[src/pkg/dzfv_pkg.sv]
/*
 * Shared constants for the DAC zero-flag and left volume control block:
 * register addresses, field positions, write masks, reset values and the
 * pin-function select codes.
 * Assumes a 7-bit register address coming from the device's control port.
 */
package dzfv_pkg;

    localparam int unsigned ADDR_W = 7;
    localparam int unsigned DATA_W = 8;

    // Register addresses on the control port
    localparam logic [6:0] ADDR_ZERO_FLAG_CONFIG = 7'h66;
    localparam logic [6:0] ADDR_ZERO_PIN_FUNCTION = 7'h67;
    localparam logic [6:0] ADDR_LEFT_VOLUME = 7'h68;

    // dac_zero_flag_config fields
    localparam int unsigned FLAG_POLARITY_SEL_BIT = 0;
    localparam int unsigned FLAG_ZERO_DATA_DIS_BIT = 1;
    localparam int unsigned FLAG_MUTE_VOL_DIS_BIT = 2;
    localparam logic [7:0] ZERO_FLAG_CONFIG_MASK = 8'h07;
    localparam logic [7:0] ZERO_FLAG_CONFIG_RST = 8'h00;

    // dac_zero_pin_function fields
    localparam int unsigned RIGHT_PIN_SEL_LSB = 4;
    localparam int unsigned SHARED_PIN_IRQ_BIT = 6;
    localparam logic [7:0] ZERO_PIN_FUNCTION_MASK = 8'h70;
    localparam logic [7:0] ZERO_PIN_FUNCTION_RST = 8'h00;

    // dac_left_volume: all ones is 0 dBFS
    localparam logic [7:0] LEFT_VOLUME_RST = 8'hFF;
    localparam logic [7:0] LEFT_GAIN_MUTE_CODE = 8'h00;

    typedef enum logic [1:0] {
        DZFV_RSEL_RIGHT = 2'b00,
        DZFV_RSEL_LEFT = 2'b01,
        DZFV_RSEL_EITHER = 2'b10,
        DZFV_RSEL_BOTH = 2'b11
    } dzfv_right_sel_t;

    // Log2 of the gain steps per 6 dB, and the fine-step table scale
    localparam int unsigned FINE_STEPS_LOG2 = 4;
    localparam int unsigned FINE_FRAC_BITS = 15;

endpackage : dzfv_pkg

[src/dzfv_gain_scaler.sv]
/*
 * Left channel gain scaler: multiplies a signed sample by the gain that an
 * 8-bit code in 0.375 dB steps selects (all ones is unity).
 * Assumes samples and valid arrive on i_sys_clk; one cycle of latency.
 */
`timescale 1ns/1ps
module dzfv_gain_scaler
    import dzfv_pkg::*;
#(
    parameter int unsigned SAMPLE_W = 24
) (
    input wire logic i_sys_clk,
    input wire logic i_srst,
    input wire logic [7:0] i_gain_code,
    input wire logic [SAMPLE_W-1:0] i_sample,
    input wire logic i_valid,
    output logic [SAMPLE_W-1:0] o_sample,
    output logic o_valid
);

    localparam int unsigned PROD_W = SAMPLE_W + 17;

    logic [7:0] atten;
    logic [3:0] coarse;
    logic [3:0] fine;
    logic [15:0] fine_gain;
    logic signed [PROD_W-1:0] prod;
    logic signed [PROD_W-1:0] scaled;
    logic [SAMPLE_W-1:0] o_sample_r;
    logic o_valid_r;

    // Sixteen 0.375 dB steps are taken as one halving (6.0 vs 6.02 dB)
    assign atten = 8'hFF - i_gain_code;
    assign coarse = atten[7:FINE_STEPS_LOG2];
    assign fine = atten[FINE_STEPS_LOG2-1:0];

    always_comb begin
        case (fine)
            4'h0: fine_gain = 16'h7FFF;
            4'h1: fine_gain = 16'h7A98;
            4'h2: fine_gain = 16'h756B;
            4'h3: fine_gain = 16'h7076;
            4'h4: fine_gain = 16'h6BB3;
            4'h5: fine_gain = 16'h6728;
            4'h6: fine_gain = 16'h62CB;
            4'h7: fine_gain = 16'h5E9F;
            4'h8: fine_gain = 16'h5A9D;
            4'h9: fine_gain = 16'h56C9;
            4'hA: fine_gain = 16'h531F;
            4'hB: fine_gain = 16'h4F9B;
            4'hC: fine_gain = 16'h4C3F;
            4'hD: fine_gain = 16'h4906;
            4'hE: fine_gain = 16'h45F0;
            default: fine_gain = 16'h42FC;
        endcase
    end

    assign prod = PROD_W'($signed(i_sample) * $signed({1'b0, fine_gain}));
    assign scaled = prod >>> (FINE_FRAC_BITS + 32'(coarse));

    always_ff @(posedge i_sys_clk) begin
        if (i_srst) begin
            o_sample_r <= '0;
            o_valid_r <= 1'b0;
        end else begin
            o_sample_r <= scaled[SAMPLE_W-1:0];
            o_valid_r <= i_valid;
        end
    end

    assign o_sample = o_sample_r;
    assign o_valid = o_valid_r;

endmodule : dzfv_gain_scaler

[src/dzfv_top.sv]
/*
 * DAC zero-flag and left volume control: three control registers on the
 * device's internal register port, zero-flag pin logic and the left gain.
 * Assumes the control-port decoder, the zero-data detectors, mute and the
 * interrupt source all run on i_sys_clk.
 * Right volume comes in already decoded as a zero-code flag.
 */
`timescale 1ns/1ps
module dzfv_top
    import dzfv_pkg::*;
#(
    parameter int unsigned SAMPLE_W = 24
) (
    input wire logic i_sys_clk,
    input wire logic i_srst,
    input wire logic [6:0] i_reg_addr,
    input wire logic i_reg_wr,
    input wire logic [7:0] i_reg_wdata,
    input wire logic i_reg_rd,
    output logic [7:0] o_reg_rdata,
    output logic o_reg_rvalid,
    input wire logic i_left_mute,
    input wire logic i_right_mute,
    input wire logic i_right_vol_zero,
    input wire logic i_left_zero_data,
    input wire logic i_right_zero_data,
    input wire logic i_irq_req,
    output logic o_left_flag_or_irq_pin,
    output logic o_right_channel_flag_pin,
    input wire logic [SAMPLE_W-1:0] i_left_sample,
    input wire logic i_left_valid,
    output logic [SAMPLE_W-1:0] o_left_sample,
    output logic o_left_valid
);

    logic [7:0] flag_cfg_r;
    logic [7:0] flag_cfg_nxt;
    logic [7:0] pin_fn_r;
    logic [7:0] pin_fn_nxt;
    logic [7:0] left_gain_code_r;
    logic [7:0] left_gain_code_nxt;
    logic [7:0] rdata_r;
    logic [7:0] rdata_nxt;
    logic rvalid_r;
    logic left_pin_r;
    logic right_pin_r;

    logic wr_flag_cfg;
    logic wr_pin_fn;
    logic wr_left_vol;
    logic flag_on_mute_vol_disable;
    logic flag_on_zero_data_disable;
    logic flag_polarity_sel;
    logic shared_pin_irq_sel;
    dzfv_right_sel_t right_pin_function_sel;
    logic left_channel_flag;
    logic right_channel_flag;
    logic right_sel_flag;
    logic left_pin_level;
    logic right_pin_level;
    logic sel_flag_cfg;
    logic sel_pin_fn;
    logic sel_left_vol;
    logic left_vol_zero;
    logic [1:0] chan_mute;
    logic [1:0] chan_vol_zero;
    logic [1:0] chan_zero_data;
    logic [1:0] chan_flag;

    // Register decode
    assign sel_flag_cfg = (i_reg_addr == ADDR_ZERO_FLAG_CONFIG);
    assign sel_pin_fn = (i_reg_addr == ADDR_ZERO_PIN_FUNCTION);
    assign sel_left_vol = (i_reg_addr == ADDR_LEFT_VOLUME);
    assign wr_flag_cfg = i_reg_wr && sel_flag_cfg;
    assign wr_pin_fn = i_reg_wr && sel_pin_fn;
    assign wr_left_vol = i_reg_wr && sel_left_vol;

    // Masking keeps reserved bits at zero in storage
    assign flag_cfg_nxt = wr_flag_cfg ?
        (i_reg_wdata & ZERO_FLAG_CONFIG_MASK) : flag_cfg_r;
    assign pin_fn_nxt = wr_pin_fn ?
        (i_reg_wdata & ZERO_PIN_FUNCTION_MASK) : pin_fn_r;
    assign left_gain_code_nxt = wr_left_vol ? i_reg_wdata : left_gain_code_r;

    // Unmapped addresses read back zero
    assign rdata_nxt =
        sel_flag_cfg ? flag_cfg_r :
        sel_pin_fn ? pin_fn_r :
        sel_left_vol ? left_gain_code_r :
        8'h00;

    // Field extraction
    assign flag_on_mute_vol_disable = flag_cfg_r[FLAG_MUTE_VOL_DIS_BIT];
    assign flag_on_zero_data_disable = flag_cfg_r[FLAG_ZERO_DATA_DIS_BIT];
    assign flag_polarity_sel = flag_cfg_r[FLAG_POLARITY_SEL_BIT];
    assign shared_pin_irq_sel = pin_fn_r[SHARED_PIN_IRQ_BIT];
    assign right_pin_function_sel =
        dzfv_right_sel_t'(pin_fn_r[RIGHT_PIN_SEL_LSB +: 2]);

    // Index 0 is the left channel, index 1 the right one
    assign left_vol_zero = (left_gain_code_r == LEFT_GAIN_MUTE_CODE);
    assign chan_mute = {i_right_mute, i_left_mute};
    assign chan_vol_zero = {i_right_vol_zero, left_vol_zero};
    assign chan_zero_data = {i_right_zero_data, i_left_zero_data};

    // Zero data has its own enable; mute and volume zero share one enable
    for (genvar ch = 0; ch < 2; ch++) begin : g_chan
        logic vol_term;
        logic data_term;
        assign vol_term = !flag_on_mute_vol_disable &&
            (chan_mute[ch] || chan_vol_zero[ch]);
        assign data_term = !flag_on_zero_data_disable &&
            chan_zero_data[ch];
        assign chan_flag[ch] = vol_term || data_term;
    end

    assign left_channel_flag = chan_flag[0];
    assign right_channel_flag = chan_flag[1];

    // Right pin remapping only takes effect in interrupt mode
    always_comb begin
        case (right_pin_function_sel)
            DZFV_RSEL_RIGHT: right_sel_flag = right_channel_flag;
            DZFV_RSEL_LEFT: right_sel_flag = left_channel_flag;
            DZFV_RSEL_EITHER:
                right_sel_flag = left_channel_flag ||
                    right_channel_flag;
            DZFV_RSEL_BOTH:
                right_sel_flag = left_channel_flag &&
                    right_channel_flag;
            default: right_sel_flag = right_channel_flag;
        endcase
    end

    // Interrupt level is passed as is; polarity applies to flags only
    assign left_pin_level = shared_pin_irq_sel ? i_irq_req :
        (left_channel_flag ^ flag_polarity_sel);
    assign right_pin_level = (shared_pin_irq_sel ? right_sel_flag :
        right_channel_flag) ^ flag_polarity_sel;

    // Reserved bits are masked on the way in, so storage stays clean
    always_ff @(posedge i_sys_clk) begin
        if (i_srst) begin
            flag_cfg_r <= ZERO_FLAG_CONFIG_RST;
        end else begin
            flag_cfg_r <= flag_cfg_nxt;
        end
    end

    always_ff @(posedge i_sys_clk) begin
        if (i_srst) begin
            pin_fn_r <= ZERO_PIN_FUNCTION_RST;
        end else begin
            pin_fn_r <= pin_fn_nxt;
        end
    end

    always_ff @(posedge i_sys_clk) begin
        if (i_srst) begin
            left_gain_code_r <= LEFT_VOLUME_RST;
        end else begin
            left_gain_code_r <= left_gain_code_nxt;
        end
    end

    // Read data holds until the next read; only rvalid marks new data
    always_ff @(posedge i_sys_clk) begin
        if (i_srst) begin
            rdata_r <= 8'h00;
        end else begin
            rdata_r <= i_reg_rd ? rdata_nxt : rdata_r;
        end
    end

    always_ff @(posedge i_sys_clk) begin
        if (i_srst) begin
            rvalid_r <= 1'b0;
        end else begin
            rvalid_r <= i_reg_rd;
        end
    end

    // Pins reset to the inactive active-high level
    always_ff @(posedge i_sys_clk) begin
        if (i_srst) begin
            left_pin_r <= 1'b0;
        end else begin
            left_pin_r <= left_pin_level;
        end
    end

    always_ff @(posedge i_sys_clk) begin
        if (i_srst) begin
            right_pin_r <= 1'b0;
        end else begin
            right_pin_r <= right_pin_level;
        end
    end

    // Gain follows the register at once; no ramp, so big steps may click
    dzfv_gain_scaler #(
        .SAMPLE_W(SAMPLE_W)
    ) u_gain (
        .i_sys_clk(i_sys_clk),
        .i_srst(i_srst),
        .i_gain_code(left_gain_code_r),
        .i_sample(i_left_sample),
        .i_valid(i_left_valid),
        .o_sample(o_left_sample),
        .o_valid(o_left_valid)
    );

    assign o_reg_rdata = rdata_r;
    assign o_reg_rvalid = rvalid_r;
    assign o_left_flag_or_irq_pin = left_pin_r;
    assign o_right_channel_flag_pin = right_pin_r;

endmodule : dzfv_top

[config.mk]
export PLATFORM = sky130hd
export DESIGN_NAME = dzfv_top
export DESIGN_NICKNAME = d
export VERILOG_FILES = /design/src/pkg/dzfv_pkg.sv /design/src/dzfv_gain_scaler.sv /design/src/dzfv_top.sv
export SDC_FILE = /design/constraint.sdc
export NUM_CORES = 1
export LEC_CHECK = 0
export BUFFER_PORTS_ARGS = -buffer_cell sky130_fd_sc_hd__buf_2
export CAP_MARGIN = 10
export CORE_AREA = 2 2 153 192
export DETAILED_ROUTE_END_ITERATION = 10
export DIE_AREA = 0 0 155 194
export MAX_ROUTING_LAYER = met4
export PLACE_DENSITY = 0.83
export SKIP_CTS_REPAIR_TIMING = 1
export SLEW_MARGIN = 20
export SYNTH_ARGS = -nofsm -noshare
export SYNTH_HDL_FRONTEND = slang
export SYNTH_SLANG_ARGS = --single-unit
[constraint.sdc]
create_clock -name i_sys_clk -period 20.1 [get_ports i_sys_clk]
set_input_delay 6.03 -clock i_sys_clk [delete_from_list [all_inputs] [get_ports i_sys_clk]]
set_output_delay 6.03 -clock i_sys_clk [all_outputs]
set_load 0.01 [all_outputs]
==> flow_metrics.tcl, run 1 <==
set metrics [dict create \
    status "completed" \
    area_growth_syn_to_layout_pct 4.559 \
    vias 15800 \
    overflow 0 \
    rsz0062_at_grt "no" \
    ys_warn_count 0 \
    dpl.cell_count 2491 \
    dieArea_um2 30070 \
    worstMarginPinSlew_ps 1032 \
    clockRootBuffer "clkbuf_16" \
    antenna_found_initial 0 \
    htreeDepth 2 \
    critical_path_class "in -> reg" \
    min_to "o_reg_rdata[3]$_SDFFE_PP0P_" \
    ys_seq_area_frac 0.05526 \
    die_h_um 194 \
    drc 0 \
    maxCapViolations 0 \
    relSlewSlack 0.3112 \
    synth_edf_count 0 \
    setup-tns-final_ps 0 \
    seq_area_um2 1001 \
    syn_avg_cell_area_um2 8.413 \
    synthArstFlopShare 0 \
    reg2reg_to "u_gain.o_sample[17]$_SDFF_PP0_" \
    cts.clk_slew.worst_paths_ps 70 \
    grt_first_pass_wirelength_um 83860 \
    cp.required_ps 20260 \
    timing.hold.ws_ps 471.0 \
    path_max_fanout 16 \
    min_path_cells 2 \
    die_w_um 155 \
    hp-class "reg -> reg" \
    fin_nets 2654 \
    synth_compound_area_frac 0.1399 \
    hold_path.startpoint "o_reg_rdata[3]$_SDFFE_PP0P_" \
    multi_input_area_um2 15570 \
    rrSetupSlack_ps 10220 \
    drtIter0Drc 1372 \
    ant_nets 0 \
    initial_core_util 0.6416 \
    grt_max_degree 59 \
    start_kind "primary input" \
    clock_sinks 50 \
    drt-total-wl_um 50030 \
    final_cell_mix "nand2_1 (376), fa_1 (352), inv_1 (307), ha_1 (108), nor2_1 (96)" \
    ios 86 \
    setup_viol 0 \
    drive_gt1_frac 0.08489 \
    grt_pass1_vias 16480 \
    synthAdderAreaFrac 0.4644 \
    synth_area_um2 18110 \
    arrival_ps 13690 \
    min_period_ps 13530 \
    synth_mux_area_frac 0.04207 \
    wire_per_inst_um 20.02 \
    ff2ff_path_depth 27 \
    firstDrtPassIters 6 \
    finalCritPeriodShare 0.6731 \
    dp_hpwl_um 40310 \
    finalHoldViolations 0 \
    reg2reg_from "left_gain_code_r[1]$_SDFFE_PP1P_" \
    synth_flop_cell "dfxtp_1" \
    clock_skew_ps 5.604 \
    clock_latency_ps 290 \
    viasPerCell 6.324 \
    place_worst_setup_slack_ps 6360 \
    io_buffers 85 \
    clock.fmax_mhz 73.92 \
    gp_congestion 0.9899 \
    setup.worst_path.end_class "flip-flop" \
    synth_top_family_by_area "adder cells" \
    ys_ff_latch 50 \
    maxSlewViolCount 0 \
    setup_slack_ps 6571 \
    cts_tree "built" \
    syn-num-nets 2664 \
    rows 69 \
    core_um2 28230 \
    synthCells 2153 \
    synth_simple_gate_area_frac 0.1922 \
    n_fill_cell 2303 \
    layout_commonest_cell "nand2_1" \
    synth_xor_area_frac 0.01547 \
    cts_inserted_buffers 5 \
    stdcell_count 2499 \
    synth_cell_types 80 \
    ctsLongestPathBuffers 2 \
    grt_usage 0.3551 \
    antenna_cells 0 \
]
==> how the worst max path moves through the flow <==
stage                      startpoint                              to  slack, ps  cells past startpoint
floorplan           i_left_sample[23]  u_gain.o_sample[17]$_SDFF_PP0_       7490                     21
global placement    i_left_sample[23]  u_gain.o_sample[17]$_SDFF_PP0_       6320                     21
detailed placement  i_left_sample[23]  u_gain.o_sample[17]$_SDFF_PP0_       6360                     21
CTS                 i_left_sample[23]  u_gain.o_sample[17]$_SDFF_PP0_       6640                     21
global route        i_left_sample[23]  u_gain.o_sample[17]$_SDFF_PP0_       6150                     23
finish              i_left_sample[23]  u_gain.o_sample[17]$_SDFF_PP0_       6570                     21
==> sequential cells by signal, summed over array words and instances (netlist names) <==
name / flops
flag_cfg_r: 3
o_left_flag_or_irq_pin: 1
left_gain_code_r: 8
o_reg_rvalid: 1
u_gain.o_valid: 1
u_gain.o_sample: 24
pin_fn_r: 3
o_right_channel_flag_pin: 1
o_reg_rdata: 8
==> cell families (layout without fill, tap and decap cells) <==
| family | count (synthesis) | count (layout) |
|---|---|---|
| xor gates and xnor gates | 32 | 32 |
| adders and majority gates | 461 | 461 |
| and+or+nand+nor | 750 | 750 |
| buffers and inverters | 432 | 423 |
| muxes | 59 | 59 |
| AOI/OAI and AO/OA | 369 | 369 |
| DFF | 50 | 50 |
==> critical path, stage by stage <==
cell and delay [ps]:
buf_2 250, and2_1 230, inv_1 70, fa_1 660, fa_1 500, fa_1 500
fa_1 560, fa_1 430, fa_1 490, inv_1 40, ha_1 520, and2_1 420
nand3_1 180, nor3_1 360, a21boi_0 710, nor4_1 90, or3_1 360, nor3_1 540
a221oi_1 250, nor4b_1 390, a211oi_1 100
==> final cells by class <==
type	count	share of cell area
clock inverters	3	0.002511
inverters	307	0.06085
multi-input cells	1671	0.8221
clock buffers	5	0.006607
well taps	355	0.02345
repair buffers	108	0.03158
flip-flops and latches	50	0.05285
==> cell usage after synthesis (17+ instances only) <==
master	instances	area share
nor3_1	50	0.014
clkbuf_1	100	0.021
o211ai_1	17	0.0070
nand3_1	39	0.011
xnor2_1	22	0.011
nand2_1	376	0.078
fa_1	352	0.39
a211oi_1	25	0.010
ha_1	109	0.075
inv_1	307	0.064
and2_1	87	0.030
a21o_1	21	0.0087
mux2i_1	30	0.017
dfxtp_1	50	0.055
o21ai_0	56	0.015
a21oi_1	89	0.025
mux2_2	17	0.011
nor2_1	96	0.020
==> metrics by stage <==
step	util	instance area [µm²]
after floorplan	-	18110
final	0.6708	18940
after global placement	0.6645	18760
after global routing	0.6708	18940
after detailed placement	0.6645	18760
after CTS	0.6706	18930
==> layer usage <==
metal	GRT usage	up-vias	wire [µm]
met2	0.5776	796	24540
met4	0.1341	0	2282
li1	-	7039	-
met3	0.03800	189	3590
met5	-	-	0
met1	0.4614	7779	19620
Power of run 1 is left out: the tool's default activity adds up to more than one toggle a clock period on the data nets, which glitch-free logic cannot reach.
==> run 2: changes to the inputs <==
- CORE_AREA: 2 2 153 192 -> 2 2 160 201
- DIE_AREA: 0 0 155 194 -> 0 0 162 203
- PLACE_DENSITY: 0.83 -> 0.79
- clock period: 20.1 -> 11.77 ns (I/O delays scaled with it)
==> run 2 against run 1 <==
Wire length rose by 2.3%. Via count rose by 0.36%. Non-clock buffer count fell by 1. First-iteration DRC count rose by 1.3%. Largest cell class unchanged. Sequential share of layout area barely moved.
==> flow_metrics.tcl, run 2 (synthesized netlist as in run 1, its figures left out) <==
set metrics [dict create \
    worstMarginPinSlew_ps 1030 \
    wl_met3_um 3167 \
    io_buffers 85 \
    fin_nets 2653 \
    drt-total-wl_um 51170 \
    grt_usage 0.3327 \
    grt_pass1_vias 16690 \
    clock.fmax_mhz 88.60 \
    rows 72 \
    overflow 0 \
    min_period_ps 11290 \
    viasPerCell 6.220 \
    antenna_found_initial 0 \
    dieArea_um2 32890 \
    firstDrtPassIters 5 \
    ios 86 \
    area_growth_syn_to_layout_pct 5.022 \
    clock_skew_ps 9.386 \
    finalCritPeriodShare 0.9589 \
    die_w_um 162 \
    cts_inserted_buffers 5 \
    setup.worst_path.end_class "flip-flop" \
    path_cells "buf_2 -> and2_1 -> inv_1 -> fa_1 -> fa_1 -> fa_1 -> fa_1 -> fa_1 -> fa_1 -> inv_1 -> ha_1 -> and2_1 -> nand3_1 -> nor3_1 -> a21boi_0 -> nor4_1 -> or3_1 -> nor3_1 -> a221oi_1 -> nor4b_1 -> a211oi_1" \
    critical_path_class "in -> reg" \
    relSlewSlack 0.3132 \
    die_h_um 203 \
    ant_nets 0 \
    ctsLongestPathBuffers 2 \
    clock_latency_ps 300 \
    vias 15860 \
    drtIter0Drc 1390 \
    rsz0062_at_grt "no" \
    largest_reg_flops 24 \
    initial_core_util 0.5879 \
    maxUsedRoutingLayer "met4" \
    htreeDepth 2 \
    layout_commonest_cell "nand2_1" \
    met1Wirelength_um 20460 \
    clock_sinks 50 \
    final_cell_mix "nand2_1 (376), fa_1 (352), inv_1 (307), ha_1 (108), nor2_1 (96)" \
    cp_slowest_cell "a21boi_0" \
    wire_per_inst_um 20.06 \
    path_depth 21 \
    status "completed" \
    met2_length_um 25790 \
    core_um2 30810 \
    maxCapViolations 0 \
    min_path_cells 2 \
    grt_first_pass_wirelength_um 85550 \
    cts.clk_slew.worst_paths_ps 70 \
    gp_congestion 1.007 \
    maxSlewViolCount 0 \
    start_kind "primary input" \
    drc 0 \
    setup_viol 0 \
    hp-class "reg -> reg" \
    cp.required_ps 11910 \
    ff2ff_path_depth 23 \
    cpPeakStageDelay_ps 680 \
    arrival_ps 11430 \
    grt_max_degree 59 \
    clockRootBuffer "clkbuf_16" \
    cp_num_buf_inv 3 \
    crit_family "adder cells" \
    drive_gt1_frac 0.08446 \
    antenna_cells 0 \
    dp_hpwl_um 41020 \
    setup-tns-final_ps 0 \
    cts_tree "built" \
    path_max_fanout 16 \
    cpMostUsedCell "fa_1" \
    finalHoldViolations 0 \
]
run 2: per-stage QoR:
step | utilization | setup WS, ps | instance area, µm² | hold WS, ps | std cells
floorplan | - | 1658 | 18110 | 462.0 | 2153
global placement | 0.6116 | 353.4 | 18840 | 454.8 | 2542
detailed placement | 0.6116 | 418.5 | 18840 | 460.2 | 2542
CTS | 0.6172 | 673.9 | 19020 | 471.8 | 2550
global route | 0.6174 | 149.4 | 19020 | 513.8 | 2550
finish | 0.6174 | 483.3 | 19020 | 475.0 | 2550
run 2: worst paths after layout:
kind | end | start | slack (ps)
max reg2reg | u_gain.o_sample[17]$_SDFF_PP0_ | left_gain_code_r[1]$_SDFFE_PP1P_ | 1640
min | o_reg_rdata[3]$_SDFFE_PP0P_ | o_reg_rdata[3]$_SDFFE_PP0P_ | 470
min reg2reg | o_reg_rdata[3]$_SDFFE_PP0P_ | o_reg_rdata[3]$_SDFFE_PP0P_ | 470
max | u_gain.o_sample[17]$_SDFF_PP0_ | i_left_sample[23] | 480
run 2: layout make-up:
type	instances	area (µm²)
Clock buffer	5	125.1
Clock inverter	3	48.80
Fill cell	2703	11790
Inverter	307	1152
Multi-Input combinational cell	1671	15600
Sequential cell	50	1001
Tap cell	407	509.2
Timing Repair Buffer	107	590.6
run 2: worst reg2reg max path: cells and delay by family, from the launching register on:
family	cells	cell delay (ps)
simple gates	8	2840
buf+inv	2	270
flops	1	700
fa+ha+maj	8	4130
mux	1	170
compound gates	4	1880
run 2: per-layer routing:
layer  track usage  vias up
met3       0.02411      145
met1        0.4294     7946
met2        0.5658      735
met5             -        -
met4       0.09956        0
li1              -     7034
Power of run 2 is left out for the same reason.
==> run 3: changes to the inputs <==
- BUFFER_PORTS_ARGS: -buffer_cell sky130_fd_sc_hd__buf_2 -> -buffer_cell sky130_fd_sc_hd__clkbuf_2
- CORE_AREA: 2 2 160 201 -> 2 2 153 192
- DIE_AREA: 0 0 162 203 -> 0 0 155 194
- PLACE_DENSITY: 0.79 -> 0.83
- clock period: 11.77 -> 10.46 ns (I/O delays scaled with it)
==> run 3 against run 2 <==
Global-route usage rose by 2.7 points. Setup slack worse by 120 ps. First-iteration DRC count decreased by 8.6%. Critical path depth increased by 1. Cell count fell by 0.78%. Wire length decreased by 0.35%. Sequential share of layout area about the same. Hold slack worse by 1.2 ps. Via count up 1.2%. Register-to-register slack worse by 630 ps.
==> flow_metrics.tcl, run 3 (synthesized netlist as in run 1, its figures left out) <==
set metrics [dict create \
    status "completed" \
    min_period_ps 10100 \
    clock_latency_ps 290 \
    clock_sinks 50 \
    cts_tree "built" \
    core_um2 28230 \
    hp-class "reg -> reg" \
    dieArea_um2 30070 \
    largest_reg_flops 24 \
    cts_inserted_buffers 5 \
    drive_gt1_frac 0.09793 \
    overflow 0 \
    min_path_cells 2 \
    clock_skew_ps 7.719 \
    stdcell_count 2530 \
    critical_path_class "in -> reg" \
    fin_nets 2685 \
    maxSlewViolCount 0 \
    grt_first_pass_wirelength_um 84990 \
    rsz0062_at_grt "no" \
    setup.worst_path.end_class "flip-flop" \
    drtIter0Drc 1270 \
    grt_max_degree 59 \
    worstMarginPinSlew_ps 1057 \
    post_dp_cell_area_um2 18990 \
    start_kind "primary input" \
    cts.clk_slew.worst_paths_ps 70 \
    htreeDepth 2 \
    die_h_um 194 \
    final_cell_mix "nand2_1 (376), fa_1 (352), inv_1 (307), ha_1 (108), nor2_1 (96)" \
    drc 0 \
    clock.fmax_mhz 99.05 \
    dpl.cell_count 2522 \
    rows 69 \
    die_w_um 155 \
    ctsLongestPathBuffers 2 \
    setup-tns-final_ps 0 \
    wire_per_inst_um 20.15 \
    firstDrtPassIters 6 \
    finalCritPeriodShare 0.9652 \
    clockRootBuffer "clkbuf_16" \
    grt_pass1_vias 16780 \
    viasPerCell 6.345 \
    ios 86 \
    ff2ff_path_depth 28 \
    path_max_fanout 13 \
    final_util 0.6788 \
    io_buffers 85 \
    vias 16050 \
    cp.required_ps 10630 \
    area_growth_syn_to_layout_pct 5.796 \
    drt-total-wl_um 50990 \
    design_area_um2 19160 \
    arrival_ps 10260 \
    antenna_cells 0 \
    n_fill_cell 2299 \
    layout_commonest_cell "nand2_1" \
    maxCapViolations 0 \
    gp_congestion 0.9904 \
    finalHoldViolations 0 \
    ant_nets 0 \
    initial_core_util 0.6416 \
    relSlewSlack 0.2945 \
    antenna_found_initial 0 \
    setup_viol 0 \
    grt_usage 0.3601 \
    dp_hpwl_um 41670 \
]
==> run 3: routing by layer <==
layer  up-vias  wire length, µm  GRT usage
met3       162             3679    0.04649
met2       754            25570     0.6005
li1       7108                -          -
met4         0             1840     0.1245
met1      8030            19900     0.4542
met5         -                0          -
==> run 3: path summary, 6_finish.rpt <==
check                                         to  slack, ps                             start
hold / removal       o_reg_rdata[3]$_SDFFE_PP0P_        470       o_reg_rdata[3]$_SDFFE_PP0P_
hold reg to reg      o_reg_rdata[3]$_SDFFE_PP0P_        470       o_reg_rdata[3]$_SDFFE_PP0P_
setup reg to reg  u_gain.o_sample[18]$_SDFF_PP0_       1010  left_gain_code_r[1]$_SDFFE_PP1P_
setup / recovery  u_gain.o_sample[18]$_SDFF_PP0_        360                 i_left_sample[23]
==> run 3: layout make-up <==
class,instances,area [µm²],area share
clock buffer,6,138.9,0.007248
clock inverter,2,17.52,0.0009141
inverter,307,1152,0.06014
multi-input combinational,1671,15580,0.8129
sequential,50,1001,0.05224
tap,355,444.2,0.02318
timing repair buffer,139,830.8,0.04336
==> run 3: stage by stage <==
| stage | worst slack [ps] | hold slack (ps) |
|---|---|---|
| global placement | 306.6 | 456.1 |
| floorplan | 741.3 | 462.0 |
| global route | 34.21 | 499.6 |
| detailed placement | 121.8 | 464.9 |
| finish | 364.2 | 473.8 |
| CTS | 382.9 | 476.7 |
==> run 3: critical path: stages <==
cell	delay [ps]
clkbuf_2	170
and2_1	200
inv_1	70
fa_1	670
inv_1	140
fa_1	440
inv_1	330
fa_1	520
fa_1	560
fa_1	440
fa_1	490
inv_1	40
ha_1	500
nand4_1	260
or3_1	390
a211oi_1	350
nor2_1	90
a211oi_1	500
a21oi_1	180
mux2_2	310
nand2b_1	140
a311oi_1	330
Power of run 3 is left out for the same reason.
